**src/design/dadc_pkg.sv**
```systemverilog
// shared constants and types for the dual converter readout block
package dadc_pkg;
    // result and offset code width
    localparam int CODE_W = 12;
    // falling serial clock edges counted from chip select fall
    localparam int CNT_W        = 6;
    localparam int EDGE_MSB     = 19;
    localparam int EDGE_LSB     = 30;
    localparam int EDGE_STD_END = 31;
    localparam int EXTRA_EDGES  = 14;
    localparam int EDGE_EXT_END = 47;
    localparam int PAIR_W       = 2 * CODE_W;
    // offset correction limit in result codes
    localparam int OFS_MAX_MAG  = 128;
    // register indices; byte address is four times the index
    localparam logic [3:0] IDX_RESULT = 4'h0;
    localparam logic [3:0] IDX_CTRL   = 4'h1;
    localparam logic [3:0] IDX_OFS_A  = 4'h2;
    localparam logic [3:0] IDX_OFS_B  = 4'h3;
    localparam int         IDX_LSB    = 2;
    localparam int         IDX_MSB    = 5;
    // control register fields
    localparam int          CTRL_CAL_BIT = 7;
    localparam int          CTRL_SEL_LSB = 8;
    localparam int          CTRL_SEL_MSB = 11;
    localparam logic [11:0] CTRL_RST     = 12'h000;
    localparam logic [11:0] OFS_RST      = 12'h000;
    // host pin idle levels: calibration low, clock parked high, select high
    localparam logic [2:0]  PIN_IDLE     = 3'h3;
    // result register fields
    localparam int RES_B_LSB       = 16;
    localparam int STAT_CAL_BIT    = 29;
    localparam int STAT_BAD_BIT    = 30;
    localparam int STAT_BUSY_BIT   = 31;
    // bus encodings
    localparam logic [2:0] HSIZE_WORD = 3'h2;
    localparam logic       HRESP_OKAY = 1'b0;
    // readout sequence
    typedef enum logic [1:0] {ST_IDLE, ST_CONV, ST_SHIFT, ST_QUIET} dadc_state_t;
endpackage : dadc_pkg

```
**src/design/dadc_offset_corr.sv**
```systemverilog
// offset removal and calibration code forming for one channel
`timescale 1ns/1ps
module dadc_offset_corr #(
    parameter int CW = dadc_pkg::CODE_W
) (
    input  wire logic [CW-1:0] raw_code,
    input  wire logic [CW-1:0] ofs_code,
    output logic      [CW-1:0] corr_code,
    output logic      [CW-1:0] cal_code
);
    import dadc_pkg::*;

    localparam logic [CW-2:0] MAG_LIM = (CW-1)'(OFS_MAX_MAG);
    localparam logic signed [CW+1:0] MAXV = {3'b000, {(CW-1){1'b1}}};
    localparam logic signed [CW+1:0] MINV = {3'b111, {(CW-1){1'b0}}};

    if (CW < 9) begin : g_bad_width
        $error("dadc_offset_corr code width too small for offset range");
    end

    // sign-magnitude offset to signed value, limited in size
    function automatic logic signed [CW+1:0] sm_value(input logic [CW-1:0] sm);
        logic [CW-2:0] mag;
        mag = (sm[CW-2:0] > MAG_LIM) ? MAG_LIM : sm[CW-2:0];
        return sm[CW-1] ? -$signed({3'b000, mag}) : $signed({3'b000, mag});
    endfunction : sm_value

    logic signed [CW+1:0] raw_ext;
    logic signed [CW+1:0] diff;
    logic signed [CW+1:0] abs_v;

    // subtract offset, saturate to code range
    always_comb begin
        raw_ext = {{2{raw_code[CW-1]}}, raw_code};
        diff    = raw_ext - sm_value(ofs_code);
        if (diff > MAXV) begin
            corr_code = MAXV[CW-1:0];
        end else if (diff < MINV) begin
            corr_code = MINV[CW-1:0];
        end else begin
            corr_code = diff[CW-1:0];
        end
    end

    // shorted-input code to sign-magnitude offset
    always_comb begin
        abs_v    = raw_code[CW-1] ? -raw_ext : raw_ext;
        cal_code = {raw_code[CW-1],
                    (abs_v > $signed({3'b000, MAG_LIM})) ? MAG_LIM : abs_v[CW-2:0]};
    end
endmodule : dadc_offset_corr

```
**src/design/dadc_pin_sync.sv**
```systemverilog
// two-flop pin synchroniser with edge pulses
`timescale 1ns/1ps
module dadc_pin_sync #(
    parameter int           W   = 3,
    parameter logic [W-1:0] RST = '0
) (
    input  wire logic         hclk,
    input  wire logic         hresetn,
    input  wire logic [W-1:0] pin_in,
    output logic      [W-1:0] level,
    output logic      [W-1:0] rise,
    output logic      [W-1:0] fall
);
    import dadc_pkg::*;

    logic [W-1:0] meta_r;
    logic [W-1:0] sync_r;
    logic [W-1:0] prev_r;

    // refuse an empty group
    if (W < 1) begin : g_bad_width
        $error("dadc_pin_sync needs at least one pin");
    end

    // first stage feeds only the second; reset to idle levels, no false edge
    always_ff @(posedge hclk or negedge hresetn) begin
        if (!hresetn) begin
            meta_r <= RST;
            sync_r <= RST;
            prev_r <= RST;
        end else begin
            meta_r <= pin_in;
            sync_r <= meta_r;
            prev_r <= sync_r;
        end
    end

    // edges seen on the settled copy
    assign level = sync_r;
    assign rise  = sync_r & ~prev_r;
    assign fall  = prev_r & ~sync_r;
endmodule : dadc_pin_sync

```
**src/design/dadc_readout.sv**
```systemverilog
// dual converter serial readout, offset calibration and register slave
//
// The AHB-Lite interface to the registers and the register addresses were left to the implementer.
`timescale 1ns/1ps
module dadc_readout (
    input  wire logic                          hclk,
    input  wire logic                          hresetn,
    input  wire logic                          hsel,
    input  wire logic [31:0]                   haddr,
    input  wire logic [1:0]                    htrans,
    input  wire logic                          hwrite,
    input  wire logic [2:0]                    hsize,
    input  wire logic [31:0]                   hwdata,
    input  wire logic                          hready,
    output logic      [31:0]                   hrdata,
    output logic                               hreadyout,
    output logic                               hresp,
    input  wire logic                          chip_select_n,
    input  wire logic                          serial_clk,
    input  wire logic                          offset_cal_pin,
    input  wire logic [dadc_pkg::CODE_W-1:0]   conv_code_a,
    input  wire logic [dadc_pkg::CODE_W-1:0]   conv_code_b,
    output logic                               result_out_chan_a,
    output logic                               result_out_chan_a_oe,
    output logic                               result_out_chan_b,
    output logic                               result_out_chan_b_oe,
    output logic                               track_hold,
    output logic                               short_inputs
);
    import dadc_pkg::*;

    logic [2:0]        pin_lvl;
    logic [2:0]        pin_rise;
    logic [2:0]        pin_fall;
    logic              cs_low;
    logic              cs_fall;
    logic              cs_rise;
    logic              sclk_fall;
    logic              cal_pin_lvl;
    logic              cal_pin_rise;
    dadc_state_t       state_r;
    logic [CNT_W-1:0]  cnt_r;
    logic              edge_ev;
    logic [CNT_W-1:0]  cnt_nxt;
    logic [CODE_W-1:0] corr_a;
    logic [CODE_W-1:0] corr_b;
    logic [CODE_W-1:0] cal_a;
    logic [CODE_W-1:0] cal_b;
    logic [CODE_W-1:0] res_a_r;
    logic [CODE_W-1:0] res_b_r;
    logic [PAIR_W-1:0] shf_a_r;
    logic [PAIR_W-1:0] shf_b_r;
    logic              cal_cyc_r;
    logic              bad_r;
    logic [11:0]       ctrl_r;
    logic [11:0]       ofs_a_r;
    logic [11:0]       ofs_b_r;
    logic              wr_pend_r;
    logic [3:0]        wr_idx_r;
    logic              addr_ok;
    logic              cal_store;
    logic              sw_wr;
    logic              sw_cal_set;

    // settle the three host pins
    dadc_pin_sync #(.W(3), .RST(PIN_IDLE)) u_sync (
        .hclk    (hclk),
        .hresetn (hresetn),
        .pin_in  ({offset_cal_pin, serial_clk, chip_select_n}),
        .level   (pin_lvl),
        .rise    (pin_rise),
        .fall    (pin_fall)
    );

    assign cs_low       = ~pin_lvl[0];
    assign cs_fall      = pin_fall[0];
    assign cs_rise      = pin_rise[0];
    assign sclk_fall    = pin_fall[1];
    assign cal_pin_lvl  = pin_lvl[2];
    assign cal_pin_rise = pin_rise[2];

    // per-channel offset removal
    dadc_offset_corr #(.CW(CODE_W)) u_corr_a (
        .raw_code  (conv_code_a),
        .ofs_code  (ofs_a_r),
        .corr_code (corr_a),
        .cal_code  (cal_a)
    );
    dadc_offset_corr #(.CW(CODE_W)) u_corr_b (
        .raw_code  (conv_code_b),
        .ofs_code  (ofs_b_r),
        .corr_code (corr_b),
        .cal_code  (cal_b)
    );

    // counted falling edges; one arriving with the select fall is dropped
    assign edge_ev = sclk_fall && cs_low && !cs_fall && state_r != ST_IDLE;
    assign cnt_nxt = (cnt_r == {CNT_W{1'b1}}) ? cnt_r : cnt_r + 1'b1;

    // readout sequence
    always_ff @(posedge hclk or negedge hresetn) begin
        if (!hresetn) begin
            state_r <= ST_IDLE;
        end else if (cs_rise) begin
            state_r <= ST_IDLE;
        end else if (cs_fall) begin
            state_r <= ST_CONV;
        end else if (edge_ev) begin
            case (state_r)
                ST_CONV: begin
                    if (cnt_nxt == CNT_W'(EDGE_MSB)) state_r <= ST_SHIFT;
                end
                ST_SHIFT: begin
                    if (cnt_nxt == CNT_W'(EDGE_EXT_END)) state_r <= ST_QUIET;
                end
                default: state_r <= state_r;
            endcase
        end
    end

    // edge counter, restarted at each select fall
    always_ff @(posedge hclk or negedge hresetn) begin
        if (!hresetn) begin
            cnt_r <= '0;
        end else if (cs_fall) begin
            cnt_r <= '0;
        end else if (edge_ev) begin
            cnt_r <= cnt_nxt;
        end
    end

    // hold from select fall to edge 19
    always_ff @(posedge hclk or negedge hresetn) begin
        if (!hresetn) begin
            track_hold <= 1'b0;
        end else if (cs_fall) begin
            track_hold <= 1'b1;
        end else if (cs_rise || (edge_ev && cnt_nxt == CNT_W'(EDGE_MSB))) begin
            track_hold <= 1'b0;
        end
    end

    // output shifters: own result then the other channel's
    always_ff @(posedge hclk or negedge hresetn) begin
        if (!hresetn) begin
            shf_a_r              <= '0;
            shf_b_r              <= '0;
            result_out_chan_a    <= 1'b0;
            result_out_chan_b    <= 1'b0;
            result_out_chan_a_oe <= 1'b0;
            result_out_chan_b_oe <= 1'b0;
            res_a_r              <= '0;
            res_b_r              <= '0;
        end else if (cs_rise || cs_fall) begin
            result_out_chan_a_oe <= 1'b0;
            result_out_chan_b_oe <= 1'b0;
        end else if (edge_ev && state_r == ST_CONV && cnt_nxt == CNT_W'(EDGE_MSB)) begin
            res_a_r              <= corr_a;
            res_b_r              <= corr_b;
            result_out_chan_a    <= corr_a[CODE_W-1];
            result_out_chan_b    <= corr_b[CODE_W-1];
            result_out_chan_a_oe <= 1'b1;
            result_out_chan_b_oe <= 1'b1;
            shf_a_r              <= {corr_a[CODE_W-2:0], corr_b, 1'b0};
            shf_b_r              <= {corr_b[CODE_W-2:0], corr_a, 1'b0};
        end else if (edge_ev && state_r == ST_SHIFT) begin
            if (cnt_nxt == CNT_W'(EDGE_EXT_END)) begin
                result_out_chan_a_oe <= 1'b0;
                result_out_chan_b_oe <= 1'b0;
            end
            result_out_chan_a <= shf_a_r[PAIR_W-1];
            result_out_chan_b <= shf_b_r[PAIR_W-1];
            shf_a_r           <= {shf_a_r[PAIR_W-2:0], 1'b0};
            shf_b_r           <= {shf_b_r[PAIR_W-2:0], 1'b0};
        end
    end

    // calibration cycle chosen at select fall from pin or control bit
    always_ff @(posedge hclk or negedge hresetn) begin
        if (!hresetn) begin
            cal_cyc_r    <= 1'b0;
            short_inputs <= 1'b0;
        end else if (cs_fall) begin
            cal_cyc_r    <= cal_pin_lvl || ctrl_r[CTRL_CAL_BIT];
            short_inputs <= cal_pin_lvl || ctrl_r[CTRL_CAL_BIT];
        end else if (cal_store || cs_rise) begin
            cal_cyc_r    <= 1'b0;
            short_inputs <= 1'b0;
        end
    end

    // calibration finishes on edge 19 of its own cycle
    assign cal_store = cal_cyc_r && edge_ev && state_r == ST_CONV
                       && cnt_nxt == CNT_W'(EDGE_MSB);

    // a pin rise or control request mid conversion spoils that result
    always_ff @(posedge hclk or negedge hresetn) begin
        if (!hresetn) begin
            bad_r <= 1'b0;
        end else if (cs_fall) begin
            bad_r <= 1'b0;
        end else if (state_r == ST_CONV && (cal_pin_rise || sw_cal_set)) begin
            bad_r <= 1'b1;
        end
    end

    // bus address phase qualifier and data phase write strobes
    assign addr_ok    = haddr[31:IDX_MSB+1] == '0 && haddr[1:0] == 2'h0;
    assign sw_wr      = wr_pend_r;
    assign sw_cal_set = sw_wr && wr_idx_r == IDX_CTRL && hwdata[CTRL_CAL_BIT];

    // register contents seen by a read
    function automatic logic [31:0] reg_read(input logic [3:0] idx);
        logic [31:0] v;
        v = '0;
        case (idx)
            IDX_RESULT: begin
                v[CODE_W-1:0]                  = res_a_r;
                v[RES_B_LSB +: CODE_W]         = res_b_r;
                v[STAT_CAL_BIT]                = cal_cyc_r;
                v[STAT_BAD_BIT]                = bad_r;
                v[STAT_BUSY_BIT]               = state_r == ST_CONV;
            end
            IDX_CTRL:  v[11:0] = ctrl_r;
            IDX_OFS_A: v[11:0] = ofs_a_r;
            IDX_OFS_B: v[11:0] = ofs_b_r;
            default:   v = '0;
        endcase
        return v;
    endfunction : reg_read

    // zero-wait slave: address phase latched, write done in data phase
    always_ff @(posedge hclk or negedge hresetn) begin
        if (!hresetn) begin
            wr_pend_r <= 1'b0;
            wr_idx_r  <= '0;
            hrdata    <= '0;
            hreadyout <= 1'b0;
            hresp     <= HRESP_OKAY;
        end else begin
            hreadyout <= 1'b1;
            hresp     <= HRESP_OKAY;
            if (hready) begin
                wr_pend_r <= hsel && htrans[1] && hwrite && addr_ok && hsize == HSIZE_WORD;
                wr_idx_r  <= haddr[IDX_MSB:IDX_LSB];
                hrdata    <= (hsel && htrans[1] && !hwrite && addr_ok)
                             ? reg_read(haddr[IDX_MSB:IDX_LSB]) : 32'h0000_0000;
            end
        end
    end

    // control register; hardware clear of the request loses to a new set
    always_ff @(posedge hclk or negedge hresetn) begin
        if (!hresetn) begin
            ctrl_r <= CTRL_RST;
        end else if (sw_wr && wr_idx_r == IDX_CTRL) begin
            ctrl_r <= hwdata[11:0];
        end else if (cal_store) begin
            ctrl_r[CTRL_CAL_BIT] <= 1'b0;
        end
    end

    // offsets: calibration result wins over a same-cycle write
    always_ff @(posedge hclk or negedge hresetn) begin
        if (!hresetn) begin
            ofs_a_r <= OFS_RST;
            ofs_b_r <= OFS_RST;
        end else if (cal_store) begin
            ofs_a_r <= cal_a;
            ofs_b_r <= cal_b;
        end else if (sw_wr && wr_idx_r == IDX_OFS_A) begin
            ofs_a_r <= hwdata[11:0];
        end else if (sw_wr && wr_idx_r == IDX_OFS_B) begin
            ofs_b_r <= hwdata[11:0];
        end
    end
endmodule : dadc_readout

```
**config.mk**
```make
export PLATFORM = sky130hd
export DESIGN_NAME = dadc_readout
export DESIGN_NICKNAME = d
export VERILOG_FILES = /design/src/design/dadc_pkg.sv /design/src/design/dadc_offset_corr.sv /design/src/design/dadc_pin_sync.sv /design/src/design/dadc_readout.sv
export SDC_FILE = /design/constraint.sdc
export NUM_CORES = 1
export LEC_CHECK = 0
export ABC_AREA = 0
export BUFFER_PORTS_ARGS = -buffer_cell sky130_fd_sc_hd__buf_2
export CORE_AREA = 2 2 157 159
export CTS_CLUSTER_DIAMETER = 60
export DETAILED_ROUTE_END_ITERATION = 12
export DIE_AREA = 0 0 159 161
export MAX_ROUTING_LAYER = met4
export PLACE_DENSITY_LB_ADDON = 0.3
export SYNTH_ARGS = -nofsm -noshare
export SYNTH_HDL_FRONTEND = slang
export SYNTH_SLANG_ARGS = --single-unit
```
**constraint.sdc**
```tcl
create_clock -name hclk -period 5.6 [get_ports hclk]
set_input_delay 1.12 -clock hclk [delete_from_list [all_inputs] [get_ports hclk]]
set_output_delay 1.12 -clock hclk [all_outputs]
set_load 0.02 [all_outputs]
```
# ---- Word-level counts from Yosys, hierarchy flattened
# Index checks and enable logic that the tools add are counted.
# W data, S select, Z words.
dict set report word_totals {
  reg_bits 169
  latch_bits 0
  mem_bits_rw 0
  rom_bits 0
  wordCells 159
  mem_count 0
}
dict set report op_classes {
  addsub 7
  multipliers 0
  div 0
  n_lt_le_gt_ge 8
  n_eq_ne 15
  n_shift 0
  mux 50
  bitwise 6
  n_reduce_logical 50
}
# op count
set ops {}
lappend ops {{$mux W12} 10}
lappend ops {{$mux W24} 4}
lappend ops {{$mux W14} 4}
lappend ops {{$pmux W12 S4} 1}
lappend ops {{$mux W11} 4}
lappend ops {{$mux W32} 1}
lappend ops {{$gt A14 B12 Y1 const B} 2}
lappend ops {{$gt A14 B9 Y1 const B} 2}
lappend ops {{$lt A14 B12 Y1 const B} 2}
lappend ops {{$neg A11 Y14} 2}
lappend ops {{$neg A12 Y14} 2}
lappend ops {{$sub A12 B14 Y14} 2}
lappend ops {{$logic_not A26 Y1} 1}
lappend ops {{$gt A11 B8 Y1 const B} 2}
lappend ops {{$logic_and A1 B1 Y1} 22}
lappend ops {{$mux W6} 3}
lappend ops {{$reduce_bool A2 Y1} 9}
lappend ops {{$eq A4 B2 Y1 const B} 4}
lappend ops {{$mux W1} 16}
lappend ops {{$eq A6 B6 Y1 const B} 2}
lappend ops {{$mux W2} 5}
lappend ops {{$reduce_bool A3 Y1} 3}
lappend ops {{$eq A4 B1 Y1 const B} 2}
lappend ops {{$ne A4 B4 Y1 const B} 2}
lappend ops {{other kinds (20)} 29}

# ---- Depth between registers and ports, before layout
dict set report depth {
  word_depth 11
  depth_mapped 20
  ltp_nobuf 19
}

# ---- By module
# A second synthesis with hierarchy kept.
dict set report unflattened {
  cells_unflattened 1004
  hier_area_um2 10162.2
}
# module n_inst cells_per_inst area_per_inst_um2
set modules_own_cells {}
lappend modules_own_cells {dadc_readout 1 561 6989.2}
lappend modules_own_cells {{dadc_offset_corr (u_corr_a)} 1 210 1453.9}
lappend modules_own_cells {{dadc_offset_corr (u_corr_b)} 1 218 1433.9}
lappend modules_own_cells {dadc_pin_sync 1 15 285.3}

# ---- Least setup slack after synthesis
# No wires, ideal clock.
dict set report synth_path {
  path_kind {flip-flop to flip-flop}
  from {register ofs_b_r[4]}
  to {register shf_a_r[4]}
  setup_time_ns 0.065
  arrival_time_ns 5.252
  required_time_ns 5.535
  setup_slack_ns 0.283
  stages_incl_launch_ff 20
  period_less_slack_ns 5.317
  cell_sequence {dfrtp_1 -> nor4_1 -> nand3b_1 -> a2111oi_1 -> and2_1 -> inv_1 -> ha_1 -> nor2b_1 -> nor2_1 -> a41oi_1 -> o31ai_1 -> ha_1 -> a21oi_1 -> o21ai_0 -> or4_1 -> o22ai_1 -> xor2_1 -> nor2_1 -> o311ai_2 -> o221a_2}
}
dict set report synth_via {
  elab_chain_cells 9
  elab_cells_between_ends 10
  classes_between {add/sub: 2; order compare: 3; mux: 5}
}
# element line
set synth_rtl {}
lappend synth_rtl {{from (decl)} dadc_readout.sv:57} ;# logic [11:0] ofs_b_r;
lappend synth_rtl {{from (signal assigned)} dadc_readout.sv:270} ;# ofs_b_r <= cal_b;
lappend synth_rtl {{from (signal assigned)} dadc_readout.sv:274} ;# ofs_b_r <= hwdata[11:0];
lappend synth_rtl {{$gt A11 B8 Y1} dadc_offset_corr.sv:24} ;# mag = (sm[CW-2:0] > MAG_LIM) ? MAG_LIM : sm[CW-2:0];
lappend synth_rtl {{$mux W11 *} dadc_offset_corr.sv:24}
lappend synth_rtl {{$neg A11 Y14} dadc_offset_corr.sv:25} ;# return sm[CW-1] ? -$signed({3'b000, mag}) : $signed({3'b000, mag});
lappend synth_rtl {{$mux W14 *} dadc_offset_corr.sv:25}
lappend synth_rtl {{$sub A12 B14 Y14 *} dadc_offset_corr.sv:35} ;# diff = raw_ext - sm_value(ofs_code);
lappend synth_rtl {{$lt A14 B12 Y1} dadc_offset_corr.sv:38} ;# end else if (diff < MINV) begin
lappend synth_rtl {{$mux W12} dadc_offset_corr.sv:38}
lappend synth_rtl {{$mux W12 *} dadc_offset_corr.sv:36} ;# if (diff > MAXV) begin
lappend synth_rtl {{$mux W24 *} dadc_readout.sv:157} ;# end else if (edge_ev && state_r == ST_CONV && cnt_nxt == CNT_W'(EDGE_MSB)) begin
lappend synth_rtl {{to (signal assigned)} dadc_readout.sv:164} ;# shf_a_r <= {corr_a[CODE_W-2:0], corr_b, 1'b0};
lappend synth_rtl {{to (signal assigned)} dadc_readout.sv:173} ;# shf_a_r <= {shf_a_r[PAIR_W-2:0], 1'b0};
lappend synth_rtl {{to (decl)} dadc_readout.sv:51} ;# logic [PAIR_W-1:0] shf_a_r;
# Every way passes the cells marked *; elsewhere a longest branch is shown, timed or not.
# A chain may end at the register's enable or synchronous reset.

# ---- Worst setup path after layout
dict set report layout_path {
  from {register ofs_a_r[4]}
  to {register shf_a_r[17]}
}
dict set report layout_via {
  elab_chain_cells 9
  elab_cells_between_ends 10
  classes_between {add/sub: 2; order compare: 3; mux: 5}
}
# element line
set layout_rtl {}
lappend layout_rtl {{from (decl)} dadc_readout.sv:56} ;# logic [11:0] ofs_a_r;
lappend layout_rtl {{from (signal assigned)} dadc_readout.sv:269} ;# ofs_a_r <= cal_a;
lappend layout_rtl {{from (signal assigned)} dadc_readout.sv:272} ;# ofs_a_r <= hwdata[11:0];
lappend layout_rtl {{$gt A11 B8 Y1} dadc_offset_corr.sv:24}
lappend layout_rtl {{$mux W11 *} dadc_offset_corr.sv:24}
lappend layout_rtl {{$neg A11 Y14} dadc_offset_corr.sv:25}
lappend layout_rtl {{$mux W14 *} dadc_offset_corr.sv:25}
lappend layout_rtl {{$sub A12 B14 Y14 *} dadc_offset_corr.sv:35}
lappend layout_rtl {{$lt A14 B12 Y1} dadc_offset_corr.sv:38}
lappend layout_rtl {{$mux W12} dadc_offset_corr.sv:38}
lappend layout_rtl {{$mux W12 *} dadc_offset_corr.sv:36}
lappend layout_rtl {{$mux W24 *} dadc_readout.sv:157}
# Marked as above.

==> run metrics <==
status completed; Syn Inst Count between 1,000 and 1,500; initial antenna violation count 0; # IOs between 100 and 150; Synth warnings 0; gr usage total 20.99%; area occupied by multi-input gates 4997 um^2; FP Rows 57; Critical Path Slowest Stage Cell or4_1; Worst Hold Endpoint u_sync.level[2]$_DFF_PN0_; Setup crit end kind register; Worst IR Drop VDD 0.2055 mV; die height roughly 160 um; Worst-Skew Late Latency about 0.43 ns; FFs w/ async S/R, synth 100.0%; clk buf depth 2; flop2flop setup slack roughly 0.32 ns; Final Cell Area about 11,000 um^2; drt total wl about 26,000 um; die width about 160 um; area post-placement roughly 10,000 um^2; sequential share of the synthesized area 42.85%; Hold Buf Count CTS 0; Congestion Overflow GR 0; Pwr Density about 270 nW/um^2; clock sink count 162; flops & latches, synth ~160; vias in the first global route 7,909; MaxCap Viol Count 0; htree depth 4; CTS tree built; dpl hpwl a little under 20,000 um; Setup Skew between 0.01 and 0.015 ns; Post-CTS Resized 0; final-report setup violation count 0; Unique masters post-synth between 70 and 80; post-CTS setup buffer count 0; crit path max fanout 9; Die ar. 25,600 um^2; Initial Utilization 39.56%; placed cells 1,477; via/cell ratio roughly 5.5; Reg clk slew, reported paths about 0.070 ns; Worst R2R Start ofs_a_r[4]$_DFFE_PN0P_; share of cells above drive strength 1 between 15 and 20%; Worst EP required about 5.9 ns; DRC 0; Slew Limit Fails 0; Worst Hold Class register to register; RSZ-0062 raised after global routing false; vias after detailed routing 8,254; port bufs 113; hold depth 0; Startpoint Class register; largest net degree at the start of global routing 84; synth-to-layout area growth 17.30%; leakage dissipation a little under 5 nW; Fin. Hold Viols 0; Overall Power 2.978 mW; CTS root buf clkbuf_16; Filler cells between 2,000 and 2,500; HP Start u_sync.meta_r[2]$_DFF_PN0_; final worst path period need approximately 5.3 ns; initial drt markers ~630; Post-synth EDFFs 0; fin crit share 94.26%; CTS Buf Count 17; Least-Margin Pin Slew between 0.8 and 0.9 ns; Most used DFF post-synth dfrtp_1; crit path DAT between 5 and 6 ns; Fin Setup TNS 0 ns; relative slew slack a little under half; Avg Cell Area, Syn 8.943 um^2; R2R Path End shf_a_r[17]$_DFFE_PN0P_; Register Area about 4000 um^2; Post-Layout Cell Count approximately 1,500; wire per inst 17.09 um; wire length of the first global-routing pass roughly 42,000 um; Min Hold Slack about 0.35 ns; gpl congestion ~0.9; post-synthesis cell area roughly 9500 um^2; core box area between 20,000 and 25,000 um^2; fin nets roughly 1,300; WS Path Type register to register; number of routed nets with antenna violations 0; # diodes 0; total iterations of the first detailed-routing run 5; fmax roughly 190 MHz; CP max stage delay about 0.55 ns; FF-to-FF path depth 18; CP cell instances or4_1 > or4_4 > a2111oi_4 > buf_4 > nand2_1 > ha_1 > nor2b_1 > buf_4 > xor2_1 > ha_1 > a211oi_1 > o21ai_0 > a21oi_1 > o31ai_1 > xor2_1 > a21o_1 > nand2_2 > o21ai_0
## sequential cells by signal (all words and copies together), names as in the netlist, 2 cells and up
register       cells
ctrl_r            12
wr_idx_r           4
res_a_r           12
ofs_b_r           12
hrdata            27
u_sync.level       3
cnt_r              6
u_sync.meta_r      3
u_sync.prev_r      3
shf_b_r           23
shf_a_r           23
res_b_r           12
state_r            2
ofs_a_r           12
## synth_stat cells, types with 8 or more instances
library cell | instances | share of area [%]
o221a_2 | 10 | 1.2
nand3_1 | 27 | 1.4
inv_1 | 52 | 2.1
nand4_1 | 8 | 0.53
mux2i_1 | 15 | 1.6
o31ai_1 | 15 | 1.2
nor2b_1 | 8 | 0.53
xor2_1 | 17 | 1.6
ha_1 | 36 | 4.8
dfrtp_1 | 156 | 41
buf_4 | 9 | 0.71
nand2_1 | 143 | 5.7
nor2_1 | 83 | 3.3
o21a_1 | 18 | 1.4
nand2b_1 | 8 | 0.53
nor3_1 | 14 | 0.74
o211ai_1 | 20 | 1.6
o21ai_0 | 108 | 5.7
nor4_1 | 9 | 0.59
and3_1 | 10 | 0.66
clkbuf_1 | 40 | 1.6
and2_1 | 9 | 0.59
a21o_1 | 11 | 0.87
o22ai_1 | 8 | 0.53
a22o_1 | 25 | 2.3
xnor2_1 | 21 | 1.9
a21oi_1 | 61 | 3.2
o21ai_1 | 8 | 0.42
## power by group
group          leakage (nW)  switching, mW  internal [mW]
registers              1.85         0.0364           1.20
clock network         0.304          0.519          0.730
logic                  2.79          0.297          0.194
## logic make-up (layout without fill, tap and decap cells)
kind of cell / Yosys count / after routing / share of synthesized area (%)
and+or+nand+nor: 355 / 355 / 17.50
AOI/OAI and AO/OA: 337 / 337 / 23.89
DFF: 162 / 162 / 42.85
buffers and inverters: 108 / 228 / 4.765
xor gates and xnor gates: 39 / 39 / 3.683
adders and majority gates: 38 / 38 / 5.174
muxes: 19 / 19 / 2.059
other: 2 / 7 / 0.07923
## layout by cell type (no fill, tap or decap), types with 18 or more instances in the layout
| master | instances |
|---|---|
| nand3_1 | 27 |
| buf_2 | 112 |
| o21ai_0 | 108 |
| o21a_1 | 18 |
| nor2_1 | 82 |
| a21oi_1 | 61 |
| nand2_1 | 143 |
| inv_1 | 52 |
| ha_1 | 36 |
| o211ai_1 | 20 |
| xnor2_1 | 21 |
| a22o_1 | 25 |
| dfrtp_1 | 156 |
| buf_4 | 29 |
## how the worst max path moves through the flow
stage                     slack [ns]                   start                      end  cells after the start
final                           0.32  ofs_a_r[4]$_DFFE_PN0P_  shf_a_r[17]$_DFFE_PN0P_                     18
after global routing           0.006  ofs_a_r[4]$_DFFE_PN0P_   res_a_r[8]$_DFFE_PN0P_                     19
after CTS                       0.36  ofs_a_r[4]$_DFFE_PN0P_  shf_a_r[17]$_DFFE_PN0P_                     18
after detailed placement        0.37  ofs_a_r[4]$_DFFE_PN0P_  shf_a_r[17]$_DFFE_PN0P_                     18
after global placement          0.44  ofs_a_r[4]$_DFFE_PN0P_  shf_a_r[23]$_DFFE_PN0P_                     19
after floorplan                 0.28  ofs_b_r[4]$_DFFE_PN0P_   shf_a_r[4]$_DFFE_PN0P_                     19
## metrics by stage
stage / util [%] / worst slack [ns]
2_1_floorplan: - / 0.2826
3_3_place_gp: 43.77 / 0.4407
3_5_place_dp: 43.77 / 0.3700
4_1_cts: 46.40 / 0.3599
5_1_grt: 46.40 / 0.005683
6_report: 46.40 / 0.3212
## final cells by class
cell class / count / share of cell area (%)
clock buffer: 18 / 3.950
timing repair buffer: 144 / 7.460
multi-input combinational: 795 / 44.94
sequential: 162 / 36.53
tap: 324 / 3.646
clock inverter: 14 / 1.722
inverter: 52 / 1.755
## routing by layer
layer	global-route usage [%]	up-vias	part of all wire (%)
met3	3.313	40	4.6
met4	6.240	0	2.3
met5	-	-	0
met1	28.32	3966	46
li1	-	4026	-
met2	32.91	222	47
## critical path, delay by kind of cell (launching register included)
family | cells | cell delay (ns)
AO/OA/AOI/OAI | 7 | 1.87
AND/OR/NAND/NOR | 5 | 1.50
adder cells (fa/ha/maj) | 2 | 0.55
flip-flops | 1 | 0.48
XOR/XNOR | 2 | 0.46
buffers and inverters | 2 | 0.34
Power figures use the tool's default switching activity.
